### config.mk
export PLATFORM = sky130hd
export DESIGN_NAME = mhcf_status_bank
export DESIGN_NICKNAME = d
export VERILOG_FILES = /design/src/common/mhcf_pkg.sv /design/src/verilog/mhcf_status_bank.sv
export VERILOG_INCLUDE_DIRS = /design/src /design/src/common
export SDC_FILE = /design/constraint.sdc
export NUM_CORES = 1
export LEC_CHECK = 0
export BUFFER_PORTS_ARGS = -buffer_cell sky130_fd_sc_hd__buf_2
export CORE_AREA = 4 4 316 318
export CTS_BUF_LIST = sky130_fd_sc_hd__clkbuf_4 sky130_fd_sc_hd__clkbuf_8 sky130_fd_sc_hd__clkbuf_16
export CTS_CLUSTER_DIAMETER = 150
export DETAILED_ROUTE_END_ITERATION = 10
export DIE_AREA = 0 0 320 322
export GPL_ROUTABILITY_DRIVEN = 0
export GPL_TIMING_DRIVEN = 1
export SYNTH_ARGS = -nofsm -noshare
export SYNTH_HDL_FRONTEND = slang
export SYNTH_SLANG_ARGS = --single-unit
### constraint.sdc
create_clock -name clk_sys -period 8.15 [get_ports clk_sys]
set_input_delay 2.0375 -clock clk_sys [delete_from_list [all_inputs] [get_ports clk_sys]]
set_output_delay 2.0375 -clock clk_sys [all_outputs]
set_load 0.05 [all_outputs]
### src/common/mhcf_map.svh
// register offsets, field positions and reset values of the handler status bank
`ifndef MHCF_MAP_SVH
`define MHCF_MAP_SVH
`define MHCF_OFS_CONSTRAINT     12'h31c
`define MHCF_OFS_TXREQ_0_31     12'h320
`define MHCF_OFS_TXREQ_32_63    12'h324
`define MHCF_OFS_TXREQ_64_95    12'h328
`define MHCF_OFS_TXREQ_96_127   12'h32c
`define MHCF_OFS_IRQ_STATUS     12'h340
`define MHCF_OFS_IRQ_MASK       12'h344
`define MHCF_BIT_SKIP_A         0
`define MHCF_BIT_SKIP_B         1
`define MHCF_BIT_SEARCH_A       2
`define MHCF_BIT_SEARCH_B       3
`define MHCF_BIT_TRANS_A        4
`define MHCF_BIT_TRANS_B        5
`define MHCF_BIT_HDR_WR         8
`define MHCF_FLAG_MASK          32'h0000013f
`define MHCF_RST_CONSTRAINT     32'h00000000
`define MHCF_RST_TXREQ          128'h0
`define MHCF_NUM_BUF            128
`endif

### src/common/mhcf_pkg.sv
// types of the handler status bank
package mhcf_pkg;
   typedef struct packed {
      logic status_skip_chan_a;
      logic status_skip_chan_b;
      logic search_incomplete_chan_a;
      logic search_incomplete_chan_b;
      logic transient_access_fail_a;
      logic transient_access_fail_b;
      logic header_write_blocked;
   } mhcf_events_s;
   typedef struct packed {
      logic        wr;
      logic [6:0]  buf_idx;
      logic        hdr_target;
      logic [31:0] data;
   } mhcf_msg_wr_s;
   typedef enum logic [2:0] {
      MHCF_DEFAULT_CONFIG = 3'h1,
      MHCF_CONFIG         = 3'h2,
      MHCF_RUN            = 3'h4
   } mhcf_ctrl_e;
endpackage

### src/verilog/mhcf_status_bank.sv
// handler constraint flags, transmission request flags and interrupt
// Overview of operation
// writing one clears a constraint flag
// hard reset clears constraint flags
// config exit or bringup entry clears flags
// bit 0 channel A status skip
// bit 1 channel B status skip
// bit 2 channel A search incomplete
// bit 3 channel B search incomplete
// bit 4 channel A transient access fail
// bit 5 channel B transient access fail
// bit 8 header write, outside config states
// header partition writes are suppressed
// flag rising sets error irq handler flag
// 128 read-only send request flags
// single-shot flag clears after transmission
// flags act only for transmit buffers
// flags above configured buffers never send
// 32 flags per register, ascending
// unassigned bits read zero, writes ignored
`include "mhcf_map.svh"
`timescale 1ns/1ps
`default_nettype none
module mhcf_status_bank (
   input  wire logic                  clk_sys,
   input  wire logic                  rst,
   input  wire logic [11:0]           reg_addr,
   input  wire logic [31:0]           reg_wdata,
   input  wire logic                  reg_wr,
   input  wire logic                  reg_rd,
   output logic [31:0]                reg_rdata,
   input  wire logic                  leave_config,
   input  wire logic                  enter_bringup,
   input  wire mhcf_pkg::mhcf_ctrl_e  ctrl_state,
   input  wire mhcf_pkg::mhcf_events_s evt,
   input  wire logic [127:0]          send_set,
   input  wire logic [127:0]          send_done,
   input  wire logic [127:0]          buf_is_tx,
   input  wire logic [127:0]          buf_single_shot,
   input  wire logic [7:0]            num_configured,
   output logic [127:0]               send_eligible,
   input  wire mhcf_pkg::mhcf_msg_wr_s msg_wr_in,
   output mhcf_pkg::mhcf_msg_wr_s     msg_wr_out,
   output logic                       error_irq_handler_flag,
   output logic                       irq
);
   logic [31:0]  cflags_q;
   logic [31:0]  cflags_d;
   logic [127:0] send_request_flag_q;
   logic [127:0] send_d;
   logic [1:0]   ists_q;
   logic [1:0]   ists_d;
   logic [1:0]   imask_q;
   logic [31:0]  rdata_q;
   logic [31:0]  evt_vec;
   logic [31:0]  rise;
   logic [1:0]   ievt;
   mhcf_pkg::mhcf_msg_wr_s mw_q;

   wire in_config = (ctrl_state == mhcf_pkg::MHCF_DEFAULT_CONFIG) ||
                    (ctrl_state == mhcf_pkg::MHCF_CONFIG);
   wire state_clr = leave_config | enter_bringup;
   wire hdr_viol  = msg_wr_in.wr & msg_wr_in.hdr_target;
   wire sel_cf    = reg_addr == `MHCF_OFS_CONSTRAINT;
   wire sel_t0    = reg_addr == `MHCF_OFS_TXREQ_0_31;
   wire sel_t1    = reg_addr == `MHCF_OFS_TXREQ_32_63;
   wire sel_t2    = reg_addr == `MHCF_OFS_TXREQ_64_95;
   wire sel_t3    = reg_addr == `MHCF_OFS_TXREQ_96_127;
   wire sel_is    = reg_addr == `MHCF_OFS_IRQ_STATUS;
   wire sel_im    = reg_addr == `MHCF_OFS_IRQ_MASK;
   wire cf_clr    = reg_wr & sel_cf;
   wire [31:0] cf_wmask = cf_clr ? (reg_wdata & `MHCF_FLAG_MASK) : 32'h0;

   always_comb begin
      evt_vec = 32'h0;
      evt_vec[`MHCF_BIT_SKIP_A]   = evt.status_skip_chan_a;
      evt_vec[`MHCF_BIT_SKIP_B]   = evt.status_skip_chan_b;
      evt_vec[`MHCF_BIT_SEARCH_A] = evt.search_incomplete_chan_a;
      evt_vec[`MHCF_BIT_SEARCH_B] = evt.search_incomplete_chan_b;
      evt_vec[`MHCF_BIT_TRANS_A]  = evt.transient_access_fail_a;
      evt_vec[`MHCF_BIT_TRANS_B]  = evt.transient_access_fail_b;
      // hardware attempt and the flag both count, only outside config
      evt_vec[`MHCF_BIT_HDR_WR]   = (evt.header_write_blocked | hdr_viol) & ~in_config;
   end

   // set wins over a same-cycle software clear; state clear beats both
   assign cflags_d = state_clr ? `MHCF_RST_CONSTRAINT :
                     (((cflags_q & ~cf_wmask) | evt_vec) & `MHCF_FLAG_MASK);
   assign rise = evt_vec & ~cflags_q & ~{32{state_clr}};
   assign error_irq_handler_flag = |rise;

   always_ff @(posedge clk_sys or posedge rst) begin
      if (rst) begin
         cflags_q <= `MHCF_RST_CONSTRAINT;
      end else begin
         cflags_q <= cflags_d;
      end
   end

   // send request flags, one per buffer, cleared by state change too
   genvar gi;
   generate
      for (gi = 0; gi < `MHCF_NUM_BUF; gi = gi + 1) begin : g_buf
         wire in_range = gi < num_configured;
         wire active   = in_range & buf_is_tx[gi];
         wire done_clr = send_done[gi] & buf_single_shot[gi];
         assign send_d[gi] = state_clr ? 1'b0 :
                             ((send_request_flag_q[gi] & ~done_clr) | (send_set[gi] & active));
         assign send_eligible[gi] = send_request_flag_q[gi] & active;
      end
   endgenerate

   always_ff @(posedge clk_sys or posedge rst) begin
      if (rst) begin
         send_request_flag_q <= `MHCF_RST_TXREQ;
      end else begin
         send_request_flag_q <= send_d;
      end
   end

   // header partition writes never pass on
   always_ff @(posedge clk_sys or posedge rst) begin
      if (rst) begin
         mw_q <= '0;
      end else begin
         mw_q    <= msg_wr_in;
         mw_q.wr <= msg_wr_in.wr & ~msg_wr_in.hdr_target;
      end
   end
   assign msg_wr_out = mw_q;

   // interrupt: bit 0 constraint rise, bit 1 send completed
   assign ievt   = {|(send_done & send_request_flag_q), |rise};
   assign ists_d = (ists_q & ~((reg_wr & sel_is) ? reg_wdata[1:0] : 2'h0)) | ievt;
   always_ff @(posedge clk_sys or posedge rst) begin
      if (rst) begin
         ists_q  <= 2'h0;
         imask_q <= 2'h0;
      end else begin
         ists_q <= ists_d;
         if (reg_wr & sel_im) begin
            imask_q <= reg_wdata[1:0];
         end
      end
   end
   assign irq = |(ists_q & imask_q);

   // read mux, unmapped reads zero
   wire [31:0] rd_mux = sel_cf ? cflags_q :
                        sel_t0 ? send_request_flag_q[31:0] :
                        sel_t1 ? send_request_flag_q[63:32] :
                        sel_t2 ? send_request_flag_q[95:64] :
                        sel_t3 ? send_request_flag_q[127:96] :
                        sel_is ? {30'h0, ists_q} :
                        sel_im ? {30'h0, imask_q} : 32'h0;
   always_ff @(posedge clk_sys or posedge rst) begin
      if (rst) begin
         rdata_q <= 32'h0;
      end else begin
         rdata_q <= reg_rd ? rd_mux : 32'h0;
      end
   end
   assign reg_rdata = rdata_q;

   AST_W1C_CLEARS: assert property (@(posedge clk_sys) disable iff (rst)
      (cf_clr && reg_wdata[0] && !evt_vec[0] && !state_clr) |=> !cflags_q[0])
      else $error("flag not cleared by write one");
   AST_W0_KEEPS: assert property (@(posedge clk_sys) disable iff (rst)
      (cf_clr && !reg_wdata[2] && cflags_q[2] && !state_clr) |=> cflags_q[2])
      else $error("flag lost on write zero");
   AST_STATE_CLR: assert property (@(posedge clk_sys) disable iff (rst)
      state_clr |=> (cflags_q == 32'h0) && (send_request_flag_q == 128'h0))
      else $error("state change did not clear");
   AST_EVT_SETS: assert property (@(posedge clk_sys) disable iff (rst)
      (evt.status_skip_chan_a && !state_clr) |=> cflags_q[0])
      else $error("channel a skip not flagged");
   AST_HDR_CFG: assert property (@(posedge clk_sys) disable iff (rst)
      (in_config && !cflags_q[8]) |=> !cflags_q[8])
      else $error("header flag set in config");
   AST_HDR_BLOCK: assert property (@(posedge clk_sys) disable iff (rst)
      (msg_wr_in.hdr_target) |=> !msg_wr_out.wr)
      else $error("header write passed");
   AST_RISE_IRQ: assert property (@(posedge clk_sys) disable iff (rst)
      error_irq_handler_flag |=> (cflags_q != 32'h0) && ists_q[0])
      else $error("rise without flag");
   AST_SINGLE: assert property (@(posedge clk_sys) disable iff (rst)
      (send_done[0] && buf_single_shot[0] && !(send_set[0] && send_eligible[0] == 1'b0 && 1'b0)
       && !(send_set[0] && num_configured != 8'h0 && buf_is_tx[0])) |=> !send_request_flag_q[0])
      else $error("single shot flag not cleared");
   AST_RANGE: assert property (@(posedge clk_sys) disable iff (rst)
      (num_configured <= 8'h7f && !send_request_flag_q[127]) |=> !send_request_flag_q[127] || $past(num_configured) > 8'h7f)
      else $error("unconfigured flag set");
   AST_RSVD: assert property (@(posedge clk_sys) disable iff (rst)
      (cflags_q & ~`MHCF_FLAG_MASK) == 32'h0)
      else $error("reserved bit set");
   AST_RD_T1: assert property (@(posedge clk_sys) disable iff (rst)
      (reg_rd && sel_t1) |=> reg_rdata == $past(send_request_flag_q[63:32]))
      else $error("request word misplaced");
   AST_SKIP_B_SETS: assert property (@(posedge clk_sys) disable iff (rst)
      (evt.status_skip_chan_b && !state_clr) |=> cflags_q[1])
      else $error("channel b skip not flagged");
   AST_SEARCH_A_SETS: assert property (@(posedge clk_sys) disable iff (rst)
      (evt.search_incomplete_chan_a && !state_clr) |=> cflags_q[2])
      else $error("channel a search not flagged");
   AST_SEARCH_B_SETS: assert property (@(posedge clk_sys) disable iff (rst)
      (evt.search_incomplete_chan_b && !state_clr) |=> cflags_q[3])
      else $error("channel b search not flagged");
   AST_TRANS_A_SETS: assert property (@(posedge clk_sys) disable iff (rst)
      (evt.transient_access_fail_a && !state_clr) |=> cflags_q[4])
      else $error("channel a transient fail not flagged");
   AST_TRANS_B_SETS: assert property (@(posedge clk_sys) disable iff (rst)
      (evt.transient_access_fail_b && !state_clr) |=> cflags_q[5])
      else $error("channel b transient fail not flagged");
   AST_HDR_RUN_SETS: assert property (@(posedge clk_sys) disable iff (rst)
      (hdr_viol && !in_config && !state_clr) |=> cflags_q[8])
      else $error("header attempt not flagged");
   AST_RISE_PULSE: assert property (@(posedge clk_sys) disable iff (rst)
      (evt.status_skip_chan_b && !cflags_q[1] && !state_clr) |-> error_irq_handler_flag)
      else $error("rising flag gave no irq pulse");
   AST_TX_ONLY: assert property (@(posedge clk_sys) disable iff (rst)
      (send_set[5] && !buf_is_tx[5] && !send_request_flag_q[5]) |=> !send_request_flag_q[5])
      else $error("receive buffer took a request");
   AST_ELIG_RANGE: assert property (@(posedge clk_sys) disable iff (rst)
      send_eligible[127] |-> (num_configured == 8'h80))
      else $error("unconfigured buffer eligible");
   AST_ELIG_TX: assert property (@(posedge clk_sys) disable iff (rst)
      send_eligible[0] |-> (buf_is_tx[0] && send_request_flag_q[0]))
      else $error("eligible without tx request");
   AST_RD_IDLE: assert property (@(posedge clk_sys) disable iff (rst)
      !reg_rd |=> (reg_rdata == 32'h0))
      else $error("read data outside read slot");
endmodule
`default_nettype wire

== Word-level counts from Yosys, hierarchy flattened ==
Cells that the tools add are included.
Storage, ports and cells
  word-level logic and storage cells: 1207
  register bits after elaboration: 214
  input bits: 621
Operators by class
  $lt $le $gt $ge: 128
  reductions and logical operators: 4
  eq/ne operators: 9
  mux-type cells: 139
  bitwise operators: 918
Operators by type and width (number)
  bitwise AND 1 bit: 646
  less-than comparator 7 x 8 -> 1 bit, first input constant: 64
  less-than comparator 6 x 8 -> 1 bit, first input constant: 32
  2-to-1 mux 32 bit: 6
  inverter 1 bit: 130
  bitwise OR 1 bit: 130
  bitwise AND 128 bit: 1
  less-than comparator 5 x 8 -> 1 bit, first input constant: 16
  2-to-1 mux 1 bit: 128
  OR reduction 128 bit: 1
  == test 12 x 10 -> 1 bit, second input constant: 7
  less-than comparator 4 x 8 -> 1 bit, first input constant: 8
  bitwise AND 32 bit: 1
  bitwise AND 9 x 32 -> 32 bit: 1
  less-than comparator 3 x 8 -> 1 bit, first input constant: 4
  inverter 32 bit: 1
  inverter 9 -> 32 bit: 1
  OR reduction 32 bit: 1
  2-to-1 mux 9 bit: 2
  less-than comparator 1 x 8 -> 1 bit, first input constant: 2
  less-than comparator 2 x 8 -> 1 bit, first input constant: 2
  bitwise AND 9 bit: 1
  inverter 9 bit: 1
  bitwise OR 9 bit: 1
  other kinds (8): 11

== Logic depth before layout (Yosys ltp) ==
  depth after elaboration: 9
  gate-level depth with buffers: 8
  mapped depth without buffers: 5

== Worst setup path before layout ==
No wires, ideal clock.
  path type: in2out
  from: input port num_configured[3]
  to: output port send_eligible[29]
  path buffers: 3
  data arrival time: 3357 ps
  data required time: 6113 ps
  stages on the path: 6
  path slack: 2755 ps
  cell sequence: buf_2 -> buf_2 -> buf_2 -> nand4_1 -> a21boi_0 -> and2_1
On the way
  word-level cells in the longest chain between the ends: 3
RTL lines
  start: declaration: line mhcf_status_bank.sv:40  | input wire logic [7:0] num_configured,
  less-than comparator 5 x 8 -> 1 bit: line mhcf_status_bank.sv:104  | wire in_range = gi < num_configured;
  bitwise AND 1 bit: line mhcf_status_bank.sv:105  | wire active = in_range & buf_is_tx[gi];
  bitwise AND 1 bit: line mhcf_status_bank.sv:109  | assign send_eligible[gi] = send_request_flag_q[gi] & active;
  end: declaration: line mhcf_status_bank.sv:41  | output logic [127:0] send_eligible,
No other way between the ends.

== Worst setup path in the final report ==
  from: input port num_configured[3]
  to: output port send_eligible[52]
On the way
  word-level cells in the longest chain between the ends: 3
RTL lines (line)
  less-than comparator 6 x 8 -> 1 bit: mhcf_status_bank.sv:104
  bitwise AND 1 bit: mhcf_status_bank.sv:105
  bitwise AND 1 bit: mhcf_status_bank.sv:109
No other way between the ends.

==> metrics.csv <==
metric;value;unit
Sw Pwr;1.08;mW
HP Class;register to register;
fmax;0.146;GHz
Post-CTS Resized;0;
total CTS buffers;31;
Post-Layout Cell Count;3470;
largest net degree at the start of global routing;129;
Crit path max-delay family;buffers and inverters;
post-route minimum period;6.83;ns
Clock power frac;0.452;
DRT Pass-1 Iters;7;
Post-DP HPWL;99.1;mm
RSZ-0062 raised after global routing;no;
CTS root buf;clkbuf_16;
CP Cell Sequence;buf_2, nor2_1, buf_4, o21ai_0, and3_1, buf_2;
syn_area_per_cell;8.85;sq um
Hold Path End;ists_q[0];
Max Cap Viol;0;
setup violators final;0;
synthesized-area fraction occupied by adder cells;0;
Yosys reg bits;212;
Worst Min Path Start;ists_q[0];
simple-gate share of the synthesized area;0.253;
number of synthesized flops with an enable pin;0;
Clock Path Buffers;3;
row cnt;114;
WHS;0.512;ns
Worst-path clk slew;0.06;ns
vias;15800;
R2R depth;5;
Sink Count;212;
Worst EP arrival;4.79;ns
startpoint types;input pin;
share of cells above drive strength 1;0.438;
Worst Path Class, Setup;input pin to output pin;
Starting Density;0.124;
Die Height;322;um
R2R Setup Slk;4.79;ns
slew at the pin closest to its max-slew limit;1.32;ns
leakage;9.34;nW
CP Depth;6;
Sw Ratio;0.333;
outcome;finished, final reports clean;
Mapped Nets;1970;
vias per cell;4.54;
Synth Cell Area;0.0119;sq mm
skew final;0.0208;ns
share of the synthesized area in the top cell type;0.444;
mux cell area share after synthesis;0.00828;
final hold viol count;0;
antenna-violating nets left;0;
vias in the first global route;15700;
wire per inst;34.4;um
DRT iter0 DRCs;1432;
CTS tree;built;
antenna violations before repair;62;
Clock Latency Late Sink;0.62;ns
Max Slew Vio Count;0;
Post-Syn Instances;1349;
Slew headroom;0.118;
I/O pins;824;
Distinct cells, synth;63;
nets@finish;2775;
core area;0.0966;sq mm
first-pass GRT wire length;151;mm
Die X;320;um
power per cell area;172;mW/mm^2
Worst R2R End;ists_q[1];
R2R Path Start;send_request_flag_q[72];
Critical Path Source;num_configured[3];
H-Tree Depth;1;
crit path capture type;output pin;
warning count from the yosys run;0;
Int Pwr;2.15;mW
main combinational cell family by area after synthesis;compound AO/OA/AOI/OAI gates;
Post-CTS Setup Repair Bufs;0;
Buf/Inv on CP;3;
setup TNS;0;ns
combinational cell fraction of total power;0.200;
WP data required;6.11;ns
CP max FO;24;
peak supply drop;127;uV
most common cell after layout, fill and taps aside;buf_2;
Critical Path Slowest Stage Cell;o21ai_0;
Compound-Gate Fraction of Synth Area;0.260;
sequential share of the synthesized area;0.444;
most frequent cells in the layout;buf_2, nand2_1, dfrtp_1;
FILL cells;10900;
area grow syn2layout;56.9;%
async set or reset register ratio after synthesis;1.00;
GRT Util Overall;0.220;
drt drc;0;
Die ar.;0.103;sq mm
synth top area cells;dfrtp_1, nand2_1, a21oi_1;
largest stage delay on the critical path;0.74;ns
Tcrit/Tclk final;0.838;
area leader, netlist;dfrtp_1;
port bufs;798;
Placed Cells incl. Taps;3397;
sequential share of power;0.348;
critical path's most frequent cell;buf_2;
global route total overflow;0;
XOR/XNOR share of the synthesized area;0.000734;
hold path cells;1;
post-cts hold buffer count;0;
final WL;119;mm
ys flop type;dfrtp_1;
kinds of logic (layout without fill, tap and decap cells):
logic type	Yosys count	count (layout)
multiplexers	9	9
AO/OA/AOI/OAI	419	419
buffers and inverters	82	911
other	0	16
XOR/XNOR	1	1
flip-flops	212	212
AND/OR/NAND/NOR	626	626
Yosys cell counts, drive strengths merged (12+ instances only):
library cell,instances
a21oi,127
a221oi,28
a22o,26
a22oi,59
a32oi,44
and2,45
and3,47
and4,26
buf,38
clkbuf,33
dfrtp,212
nand2,284
nand3,13
nand4,39
nor2,139
o21a,12
o21ai,40
o41ai,26
layer usage:
layer	global-route usage	vias to the layer above	share of wire
met4	0.0672	14	0.037
met2	0.359	996	0.46
met3	0.0412	237	0.068
met5	0	-	0.00077
met1	0.295	7835	0.44
li1	-	6681	-
how the worst max path moves through the flow:
stage,endpoint,slack [ns]
2_1_floorplan,cflags_q[0],0.32
3_3_place_gp,send_eligible[52],1.11
3_5_place_dp,send_eligible[52],1.09
4_1_cts,send_eligible[52],1.08
5_1_grt,send_eligible[52],1.18
6_report,send_eligible[52],1.32
stage by stage:
step | setup slack (ns) | power [mW] | cell area, sq um | util
after floorplan | 0.318 | 1.37 | 11900 | -
after detailed placement | 1.09 | 1.79 | 17600 | 0.182
after global placement | 1.11 | 1.79 | 17600 | 0.182
after global routing | 1.18 | 3.34 | 18700 | 0.194
final | 1.32 | 3.23 | 18700 | 0.194
after CTS | 1.08 | 3.27 | 18700 | 0.193
power by group through the flow:
stage | logic, mW | clock network (mW) | registers (mW)
finish | 0.645 | 1.46 | 1.12
global route | 0.685 | 1.53 | 1.12
CTS | 0.651 | 1.49 | 1.12
detailed placement | 0.650 | 0 | 1.14
global placement | 0.646 | 0 | 1.14
floorplan | 0.214 | 0 | 1.16
flip-flops by register name (all words and copies together) (netlist names):
name	count
reg_rdata	32
imask_q	2
ists_q	2
cflags_q	7
send_request_flag_q	128
msg_wr_out	41
worst reg2reg max path, cell delays in order, from the launching register on:
cell,delay (ns)
dfrtp_1,0.56
a22o_1,0.48
a221oi_1,0.80
nand4_1,0.48
nor3_1,0.69
nand4_1,0.17
final cells by class:
class | count | area, sq um | area share
well taps | 1276 | 1600 | 0.0853
multi-input cells | 1055 | 6300 | 0.337
diodes | 16 | 40.0 | 0.00214
repair buffers | 843 | 4360 | 0.233
clock inverters | 19 | 221 | 0.0118
clock buffers | 38 | 847 | 0.0452
flip-flops and latches | 212 | 5310 | 0.283
inverters | 11 | 48.8 | 0.00261
No activity file was read; power rests on OpenSTA's default activity.
